`src/hdl/phase_corr_pkg.sv`:
```
// constants and register map for the phase temperature correction stage
package phase_corr_pkg;
    // register indices; byte address is four times the index
    localparam logic [7:0] IDX_SUPP_OFFSET = 8'hF5;
    localparam logic [7:0] IDX_CTRL = 8'hF6;
    localparam logic [7:0] IDX_EMIT_COEFF = 8'hF7;
    localparam logic [7:0] IDX_CAL_TEMPS = 8'hF8;
    localparam logic [7:0] IDX_BASE_OFFSET = 8'hF9;
    // reset values
    localparam logic [23:0] CTRL_RESET = 24'h880000;
    localparam logic [23:0] BASE_RESET = 24'h080000;
    localparam logic [23:0] ZERO_RESET = 24'h000000;
    // field positions
    localparam int OFFSET_MSB = 12;
    localparam int COEFF_MSB = 16;
    localparam int PREC_MSB = 23;
    localparam int PREC_LSB = 20;
    localparam int SAT_BIT = 19;
    localparam int TEMP_OFF_BIT = 18;
    localparam int CONST_OFF_BIT = 17;
    localparam int SPARE_MSB = 23;
    localparam int SPARE_LSB = 16;
    localparam int EMIT_REF_MSB = 15;
    localparam int EMIT_REF_LSB = 8;
    localparam int DIE_REF_MSB = 7;
    localparam int DIE_REF_LSB = 0;
    // precision value that leaves the coefficient unscaled
    localparam logic [3:0] PREC_UNITY = 4'h8;
    // width of the correction sum
    localparam int CORR_W = 36;
    // pipeline latency from phase_in to phase_out, in cycles
    localparam int PIPE_LATENCY = 2;
endpackage

```
`src/hdl/phase_temp_correction.sv`:
```
// phase correction stage with ahb-lite register slave
//
// Added by the designer: the AHB-Lite interface to the registers.
`timescale 1ns/1ps
module phase_temp_correction
    import phase_corr_pkg::*;
#(
    parameter int PHASE_WIDTH = 12
) (
    input wire logic hclk,
    input wire logic hresetn,
    input wire logic hsel,
    input wire logic [31:0] haddr,
    input wire logic [1:0] htrans,
    input wire logic hwrite,
    input wire logic [2:0] hsize,
    input wire logic [31:0] hwdata,
    input wire logic hready,
    output logic hreadyout,
    output logic [31:0] hrdata,
    output logic hresp,
    input wire logic [PHASE_WIDTH-1:0] phase_in,
    input wire logic phase_in_valid,
    input wire logic supplementary_frame,
    input wire logic [7:0] emitter_temperature,
    input wire logic [7:0] die_temperature,
    output logic [PHASE_WIDTH-1:0] phase_out,
    output logic phase_out_valid
);

    ////////////////////////////////////////////////////////////////////
    // state
    ////////////////////////////////////////////////////////////////////

    // two pipeline stages carry the phase stream: stage one latches the
    // sample and its full correction, stage two adds and clips, so a
    // corrected value leaves exactly two edges after it arrives
    // the bus side keeps one pending address phase and the read word
    // that stands on hrdata during the following data phase
    //
    // every flip-flop of the block lives in this one record
    typedef struct packed {
        logic a_valid;                    // bus data phase pending
        logic a_wr;                       // pending phase is a write
        logic a_hit;                      // pending address is mapped
        logic [7:0] a_idx;                // register index of pending
        logic [31:0] rdata;               // read data for data phase
        logic [12:0] supp_offset;         // supplementary frame offset
        logic [23:0] ctrl;                // precision, flags, die coeff
        logic [16:0] emit_coeff;          // emitter coefficient
        logic [23:0] cal_temps;           // spare byte and references
        logic [23:0] base_reg;            // base frame offset register
        logic s1_valid;                   // stage one holds a sample
        logic [PHASE_WIDTH-1:0] s1_phase; // phase delayed one stage
        logic [CORR_W-1:0] s1_corr;       // total correction
        logic s2_valid;                   // output sample valid
        logic [PHASE_WIDTH-1:0] s2_phase; // corrected phase
    } state_type;

    state_type q;  // registered state
    state_type d;  // next state

    ////////////////////////////////////////////////////////////////////
    // helpers
    ////////////////////////////////////////////////////////////////////

    // scale a programmed coefficient by the precision field
    // unity is eight; fifteen moves a full 17-bit coefficient to the top
    // of the 24-bit result, so the scaled value can never overflow
    // below unity the shift turns arithmetic right, losing low bits
    function automatic logic signed [23:0] scale_coeff(
        input logic [16:0] coeff,
        input logic [3:0] prec
    );
        logic signed [23:0] wide;
        logic [3:0] amount;
        // sign-extend first so the left shift keeps the sign
        wide = $signed({{7{coeff[16]}}, coeff});
        if (prec >= PREC_UNITY) begin
            amount = prec - PREC_UNITY;
            scale_coeff = wide <<< amount;
        end else begin
            amount = PREC_UNITY - prec;
            scale_coeff = wide >>> amount;
        end
    endfunction

    // signed difference of live and reference temperatures
    function automatic logic signed [8:0] temp_delta(
        input logic [7:0] live,
        input logic [7:0] ref_temp
    );
        // nine bits hold any difference of two signed bytes, so no wrap
        temp_delta = $signed({live[7], live}) - $signed({ref_temp[7], ref_temp});
    endfunction

    // one temperature term: scaled coefficient times delta
    function automatic logic signed [CORR_W-1:0] temp_term(
        input logic [16:0] coeff,
        input logic [3:0] prec,
        input logic [7:0] live,
        input logic [7:0] ref_temp
    );
        logic signed [32:0] prod;
        // 24-bit scaled coefficient by 9-bit delta fits 33 bits exactly
        // the product is then sign-extended to the correction width
        prod = scale_coeff(coeff, prec) * temp_delta(live, ref_temp);
        temp_term = CORR_W'(prod);
    endfunction

    // a transfer request seen in an address phase
    // nonseq and seq both carry bit one of htrans; idle and busy do not
    function automatic logic bus_request(
        input logic sel,
        input logic [1:0] trans
    );
        bus_request = sel && trans[1];
    endfunction

    // address lies in the word range that this block decodes
    // only address bits 9:2 select a register; bits 31:10 must be zero
    function automatic logic in_map(
        input logic [31:0] addr
    );
        in_map = (addr[31:10] == 22'h000000);
    endfunction

    ////////////////////////////////////////////////////////////////////
    // next-state logic
    ////////////////////////////////////////////////////////////////////

    // control fields pulled out for readability
    // they are plain wires of the comb process, not extra flip-flops;
    // a register write shows in the correction one edge after it lands
    logic [3:0] prec;
    logic sat_on;
    logic temp_off;
    logic const_off;
    logic [16:0] die_coeff;
    logic [12:0] frame_offset;
    logic signed [CORR_W-1:0] offset_term;
    logic signed [CORR_W-1:0] emit_term;
    logic signed [CORR_W-1:0] die_term;
    logic signed [CORR_W:0] sum;
    logic signed [CORR_W:0] phase_max;

    always_comb begin
        prec = q.ctrl[PREC_MSB:PREC_LSB];
        sat_on = q.ctrl[SAT_BIT];
        temp_off = q.ctrl[TEMP_OFF_BIT];
        const_off = q.ctrl[CONST_OFF_BIT];
        die_coeff = q.ctrl[COEFF_MSB:0];
        phase_max = (CORR_W+1)'({PHASE_WIDTH{1'b1}});
        // start from the held state; every branch below changes only what
        // it owns, which keeps the process free of latches
        d = q;

        // ---- bus address phase ----
        // reads are fetched here so hrdata stands for the data phase
        // a read right behind a write to the same register would see
        // the old value; the single-transfer master never does that
        // an address phase is only taken while hready is high; while it is
        // low the pending phase and the read word are held as they are
        if (hready) begin
            // latch what the data phase will need one edge later
            d.a_valid = bus_request(hsel, htrans);
            d.a_wr = hwrite;
            d.a_idx = haddr[9:2];
            d.a_hit = in_map(haddr);
            // hrdata falls back to zero unless a mapped read was taken
            d.rdata = 32'h00000000;
            if (bus_request(hsel, htrans) && !hwrite && in_map(haddr)) begin
                case (haddr[9:2])
                    // unstored upper bits read back as zero
                    IDX_SUPP_OFFSET: begin
                        d.rdata = {19'h00000, q.supp_offset};
                    end
                    IDX_CTRL: begin
                        d.rdata = {8'h00, q.ctrl};
                    end
                    IDX_EMIT_COEFF: begin
                        d.rdata = {15'h0000, q.emit_coeff};
                    end
                    IDX_CAL_TEMPS: begin
                        d.rdata = {8'h00, q.cal_temps};
                    end
                    IDX_BASE_OFFSET: begin
                        d.rdata = {8'h00, q.base_reg};
                    end
                    // unmapped words read as zero
                    default: begin
                        d.rdata = 32'h00000000;
                    end
                endcase
            end
        end

        // ---- bus data phase: writes land here ----
        // hwdata is valid only in the cycle after the address phase, so the
        // store uses the captured index, never the live address lines
        // only bits 23:0 of the word are ever kept; the top byte is dropped
        if (q.a_valid && q.a_wr && q.a_hit) begin
            case (q.a_idx)
                IDX_SUPP_OFFSET: begin
                    // upper bits are not stored, so stray ones are harmless
                    d.supp_offset = hwdata[OFFSET_MSB:0];
                end
                IDX_CTRL: begin
                    // saturate bit is stored as written; clearing it wraps
                    d.ctrl = hwdata[23:0];
                end
                IDX_EMIT_COEFF: begin
                    d.emit_coeff = hwdata[COEFF_MSB:0];
                end
                IDX_CAL_TEMPS: begin
                    // spare byte shares the word and steers nothing
                    d.cal_temps = hwdata[23:0];
                end
                IDX_BASE_OFFSET: begin
                    d.base_reg = hwdata[23:0];
                end
                // unmapped writes are dropped with an okay response
                default: begin
                    d.base_reg = q.base_reg;
                end
            endcase
        end

        // ---- stage one: build the total correction ----
        // the frame flag and both temperatures are taken on the same edge
        // as the phase sample, so each pixel is corrected with the values
        // that stood beside it; nothing here waits or stalls
        // offset chosen by frame type
        if (supplementary_frame) begin
            frame_offset = q.supp_offset;
        end else begin
            frame_offset = q.base_reg[OFFSET_MSB:0];
        end
        // constant term, sign-extended
        if (const_off) begin
            offset_term = '0;
        end else begin
            offset_term = CORR_W'($signed(frame_offset));
        end
        // temperature terms against stored references
        // a precision below eight shifts right and drops low coefficient
        // bits; software trades range for resolution with that field
        if (temp_off) begin
            emit_term = '0;
            die_term = '0;
        end else begin
            // emitter reading is a signed sensor byte
            emit_term = temp_term(q.emit_coeff, prec, emitter_temperature,
                q.cal_temps[EMIT_REF_MSB:EMIT_REF_LSB]);
            die_term = temp_term(die_coeff, prec, die_temperature,
                q.cal_temps[DIE_REF_MSB:DIE_REF_LSB]);
        end
        // no enable and no back-pressure: the stream never stalls
        // every sample advances one stage per cycle
        d.s1_valid = phase_in_valid;
        d.s1_phase = phase_in;
        d.s1_corr = offset_term + emit_term + die_term;

        // ---- stage two: apply correction to phase ----
        // the raw phase is unsigned, so it is zero-extended before the
        // signed add; the sum is one bit wider than the correction so the
        // largest correction plus the largest phase cannot overflow
        sum = $signed({{(CORR_W+1-PHASE_WIDTH){1'b0}}, q.s1_phase})
            + (CORR_W+1)'($signed(q.s1_corr));
        d.s2_valid = q.s1_valid;
        if (sat_on) begin
            // clip to the phase range instead of wrapping
            // clipping keeps a near-zero phase from jumping to the far end
            if (sum < 0) begin
                d.s2_phase = '0;
            end else if (sum > phase_max) begin
                d.s2_phase = {PHASE_WIDTH{1'b1}};
            end else begin
                d.s2_phase = sum[PHASE_WIDTH-1:0];
            end
        end else begin
            // without clipping the sum wraps modulo the phase range
            d.s2_phase = sum[PHASE_WIDTH-1:0];
        end
    end

    ////////////////////////////////////////////////////////////////////
    // registers
    ////////////////////////////////////////////////////////////////////

    // single clocked process for all state
    // the reset branch lists each field so every register gets a constant;
    // control resets to unity precision with clipping on, the other
    // correction registers clear except bit 19 of base_reg, so a fresh block passes phase unchanged
    always_ff @(posedge hclk or negedge hresetn) begin
        if (!hresetn) begin
            q.a_valid <= 1'b0;
            q.a_wr <= 1'b0;
            q.a_hit <= 1'b0;
            q.a_idx <= 8'h00;
            q.rdata <= 32'h00000000;
            q.supp_offset <= 13'h0000;
            q.ctrl <= CTRL_RESET;
            q.emit_coeff <= 17'h00000;
            q.cal_temps <= ZERO_RESET;
            q.base_reg <= BASE_RESET;
            q.s1_valid <= 1'b0;
            q.s1_phase <= '0;
            q.s1_corr <= '0;
            q.s2_valid <= 1'b0;
            q.s2_phase <= '0;
        end else begin
            q <= d;
        end
    end

    ////////////////////////////////////////////////////////////////////
    // outputs
    ////////////////////////////////////////////////////////////////////

    // the slave never stretches a transfer and never errors
    // hrdata comes straight from a flip-flop, so it is clean for the whole
    // data phase and reads zero between transfers
    // the phase outputs are registered as well; valid marks each sample
    assign hreadyout = 1'b1;
    assign hresp = 1'b0;
    assign hrdata = q.rdata;
    assign phase_out = q.s2_phase;
    assign phase_out_valid = q.s2_valid;

endmodule

```
`config.mk`:
```
export PLATFORM = sky130hd
export DESIGN_NAME = phase_temp_correction
export DESIGN_NICKNAME = d
export VERILOG_FILES = /design/src/hdl/phase_corr_pkg.sv /design/src/hdl/phase_temp_correction.sv
export SDC_FILE = /design/constraint.sdc
export NUM_CORES = 2
export LEC_CHECK = 0
export ABC_CLOCK_PERIOD_IN_PS = 11370
export BUFFER_PORTS_ARGS = -buffer_cell sky130_fd_sc_hd__buf_2
export CORE_UTILIZATION = 35
export DETAILED_ROUTE_END_ITERATION = 10
export HOLD_SLACK_MARGIN = 0.12
export PLACE_DENSITY_LB_ADDON = 0.05
export SETUP_SLACK_MARGIN = 0.3
export SYNTH_ARGS = -nofsm -noshare
export SYNTH_HDL_FRONTEND = slang
export SYNTH_SLANG_ARGS = --single-unit
```
`constraint.sdc`:
```
create_clock -name hclk -period 11.37 [get_ports hclk]
set_input_delay 1.137 -clock hclk [delete_from_list [all_inputs] [get_ports hclk]]
set_output_delay 1.137 -clock hclk [all_outputs]
set_load 0.02 [all_outputs]
```
# Yosys cells after proc, flatten, opt, wreduce, memory -nomap -nowiden
# Index checks and enable logic that the tools add are counted.
[word_totals]
ramBits = 0
latch_bits = 0
out_inout_bits = 47
reg_bits = 207
wordCells = 66
n_memories = 0
mem_bits_ro = 0
[op_classes]
bitwise_logic = 0
addsub = 7
magnitude_cmp = 3
div = 0
n_mux = 13
eq_ne = 10
shifts = 4
reduce_logical = 12
multipliers = 2
[op_table]
columns = ["op", "n"]
rows = [
  ["$mux W24", 5],
  ["$pmux W24 S5", 1],
  ["$mux W36", 3],
  ["$eq A8 B8 Y1 const B", 10],
  ["$add A36 B36 Y36", 2],
  ["$mul A24 B9 Y33", 2],
  ["$sshl A17 B4 Y24", 2],
  ["$sshr A17 B4 Y24", 2],
  ["$add A13 B36 Y37", 1],
  ["$gt A37 B13 Y1 const B", 1],
  ["$lt A37 B1 Y1 const B", 1],
  ["$mux W12", 3],
  ["$logic_not A22 Y1", 1],
  ["$sub A8 B8 Y9", 2],
  ["$mux W13", 1],
  ["$reduce_and A2 Y1", 5],
  ["$logic_and A1 B1 Y1", 5],
  ["$ge A4 B4 Y1 const B", 1],
  ["$sub A4 B4 Y4 const A", 1],
  ["$sub A4 B4 Y4 const B", 1],
  ["$logic_not A1 Y1", 1],
]

# Logic depth before layout (Yosys ltp)
[logic_depth]
ltp_word = 8
ltp_mapped = 48
depth_no_buf = 43

# Worst setup path after synthesis
# Ideal clock, no wire load.
[synth_path]
kind = "register to register"
start = "register q (netlist bit prec[1])"
end = "register q[46] in the netlist's numbering"
required_time_ps = 11290
path_stages_with_launch = 43
setup_slack_ps = 1144
setup_time_ps = 80
n_path_buf = 5
arrival_ps = 10146
path_cell_list = "dfrtp_1 clkbuf_1 inv_1 clkbuf_1 clkbuf_1 ha_1 buf_2 buf_1 mux2i_1 a21oi_1 mux4_2 o21ai_1 nor2_1 fa_1 inv_1 fa_1 inv_1 fa_1 [7 not listed] o21a_1 nor3_1 nand3_1 a311oi_1 xnor2_1 nand2_1 fa_1 inv_1 ha_1 a21o_1 a21o_1 a21oi_1 o21ai_0 or3_1 nor3_1 o311ai_0 a21oi_1 xnor2_1"
[synth_rtl]
columns = ["element", "line_no", "source"]
rows = [
  ["start: declaration", "phase_temp_correction.sv:60", "state_type q;"],
]

==> reports/metrics.yaml <==
timing:
  min_period_ps: 10420
  drv_slew: 0
  worst_pin_slew_ps: 1170
  finalSetupTns_ps: 0
  finalSetupViolCount: 0
  fmax_mhz: 95.9
  finalHoldViolCount: 0
  finalCritPeriodShare_pct: 91.7
  rsz0062_at_grt: "no"
  holdWs_ps: 357
  slew_headroom_pct: 21.2
  finClkSkew_ps: 24.5
yosys:
  synth-async-reset-ratio_pct: 100
  yosys.area_share.simple_pct: 14.5
  synth_seq_area_share_pct: 17.0
  syn-instance-count: 3304
  synth_ff_type: "dfrtp_1"
  synth-edff-count: 0
  ys_ff_latch: 199
  yosys_warnings: 0
  synth-xor-area-share_pct: 3.47
  ys_types: 91
  synth_fa_ha_area_share_pct: 34.9
  muxShareOfSynthArea_pct: 8.22
  avgSynthCellArea_um2: 8.87
  synth_compound_area_share_pct: 12.3
  synth_area_um2: 29300
  synth_top_family_by_area: "adder cells"
place:
  gp_congestion: 0.875
  dpl.hpwl_um: 74100
  portBuffers: 126
floorplan:
  fp.dieH_um: 291
  dieArea_um2: 84900
  core-area_um2: 82500
  die_w_um: 291
  io_pins: 151
  initial_core_util_pct: 35.5
  rows: 105
clock_network:
  cts.path.max_buffers: 2
  cts.clk_slew.worst_paths_ps: 100
  clock_latency_ps: 520
  cts_tree: "done"
  clock-root-buffer: "clkbuf_16"
  clock-sinks: 199
  htreeDepth: 4
  cts_buffers: 17
  post_cts_buffers: 0
routing:
  routed_wirelength_um: 90000
  num_vias: 23000
  drt_iter0_markers: 1231
  wl_per_cell_um: 20.2
  via_per_inst: 5.15
  route.detailed.drc: 0
  first_pass_iters: 8
  drtAntennaViolNets: 0
global_route:
  grt_max_degree: 76
  grt_usage_pct: 21.6
  grt_pass1_vias: 24600
  grt_pass1_wl_um: 142000
  overflow: 0
  antenna_found_initial: 8
final_layout:
  fillers: 8568
  final_util_pct: 38.6
  multi_input_area_um2: 21700
  nets: 4060
  drive_above_1_share_pct: 14.3
  area_growth_pct: 8.78
  seqCellArea_um2: 4980
status:
  run_status: "completed"
critical_path:
  cp-start-kind: "flop"
  critical_path_class: "flop to flop"
  worstPathRequired_ps: 11810
  cpPeakStageDelay_ps: 590
  cp_num_buf_inv: 9
  crit_family: "adder cells"
  arrival_ps: 10860
  cpMaxStageDelayCell: "o21ai_1"
  cp_max_fo: 14
  endpoint_kind: "flop"
flow_run:
  drv_cap: 0
min_path:
  holdCritPathClass: "flop to flop"
layer usage:
metal	track usage (%)	vias to the layer above	part of all wire, %
met4	4.10	0	1.3
li1	-	10900	-
met5	0	-	0
met2	37.2	409	49
met3	2.47	68	3.0
met1	29.3	11600	47
path summary, 6_finish.rpt:
| check | from | end | slack [ps] | cells after the start |
|---|---|---|---|---|
| worst max-delay path | prec[0]$_DFFE_PN0P_ | q[46]$_DFF_PN0_ | 950 | 42 |
| worst min-delay path | d[12]$_DFF_PN0_ | phase_out_valid$_DFF_PN0_ | 360 | 0 |
| worst max register to register | prec[0]$_DFFE_PN0P_ | q[46]$_DFF_PN0_ | 950 | 42 |
| worst min register to register | d[12]$_DFF_PN0_ | phase_out_valid$_DFF_PN0_ | 360 | 0 |
| max in group asynchronous | hresetn | q[163]$_DFFE_PN0P_ | 8710 | 3 |
| min in group asynchronous | hresetn | q[104]$_DFFE_PN0P_ | 540 | 1 |
state kept, by name (all words and copies together), names as in the netlist:
register / flops
const_off: 1
phase_out: 12
q: 139
hrdata: 24
d: 1
prec: 4
die_coeff: 17
phase_out_valid: 1
cell usage after synthesis, types with 39 or more instances:
cell type | number | area, um^2
nor3_1 | 39 | 195
ha_1 | 198 | 2480
o21ai_0 | 126 | 631
dfrtp_1 | 196 | 4900
or2_2 | 61 | 382
nand2_1 | 326 | 1220
mux2_2 | 123 | 1390
fa_1 | 387 | 7750
nor2_1 | 344 | 1290
clkbuf_1 | 92 | 345
inv_1 | 517 | 1940
a21oi_1 | 124 | 621
nand2b_1 | 44 | 275
buf_4 | 46 | 345
xnor2_1 | 86 | 753
mux2i_1 | 73 | 731
a21o_1 | 56 | 420
repair_timing:
| action | in CTS | in global routing |
|---|---|---|
| hold buffers | 0 | 0 |
| gates resized for setup | 0 | 5 |
| setup endpoints to repair | 0 | 9 |
cells by family (layout without fill, tap and decap cells):
family | after synthesis | in the layout
simple gates | 955 | 955
buf+inv | 687 | 759
fa+ha+maj | 585 | 585
compound gates | 551 | 551
mux | 209 | 209
flops | 199 | 199
xor+xnor | 116 | 116
other cells | 2 | 13
cell type report:
| type | instances | area share, % |
|---|---|---|
| Antenna cell | 3 | 0.0236 |
| Clock buffer | 17 | 1.34 |
| Clock inverter | 15 | 0.762 |
| Inverter | 521 | 6.14 |
| Multi-Input combinational cell | 2426 | 68.0 |
| Sequential cell | 199 | 15.6 |
| Tap cell | 1070 | 4.20 |
| Timing Repair Buffer | 206 | 3.92 |
per-stage QoR:
step	std cells	cell area, um^2	setup WS [ps]
2_1_floorplan	3312	29300	1140
3_3_place_gp	4422	31200	558
3_5_place_dp	4422	31200	500
4_1_cts	4454	31800	452
5_1_grt	4454	31900	341
6_report	4457	31900	946
worst reg2reg max path, delay by kind of cell, from the launching register on:
kind / cells / cell delay (ps)
compound gates: 12 / 2550
fa+ha+maj: 9 / 4010
xor+xnor: 2 / 300
buf+inv: 9 / 970
simple gates: 8 / 1440
flops: 1 / 400
mux: 2 / 680
layout by cell type (no fill, tap or decap), types with 29 or more instances in the layout:
cell type  synthesis  routed
xor2_1            30      29
nor3_1            39      35
nand2b_1          44      44
nor2_1           344     341
dfrtp_1          196     195
inv_1            517     517
mux2i_1           73      73
nand3_1           36      36
xnor2_1           86      80
buf_4             46      79
ha_1             198     198
a21o_1            56      56
or2_2             61      61
fa_1             387     387
mux2_2           123     123
o21ai_0          126     126
nand2_1          326     326
a21oi_1          124     123
buf_2             11     125
Power is left out: the tool's default activity adds up to more than one toggle a clock period on the data nets, which glitch-free logic cannot reach.
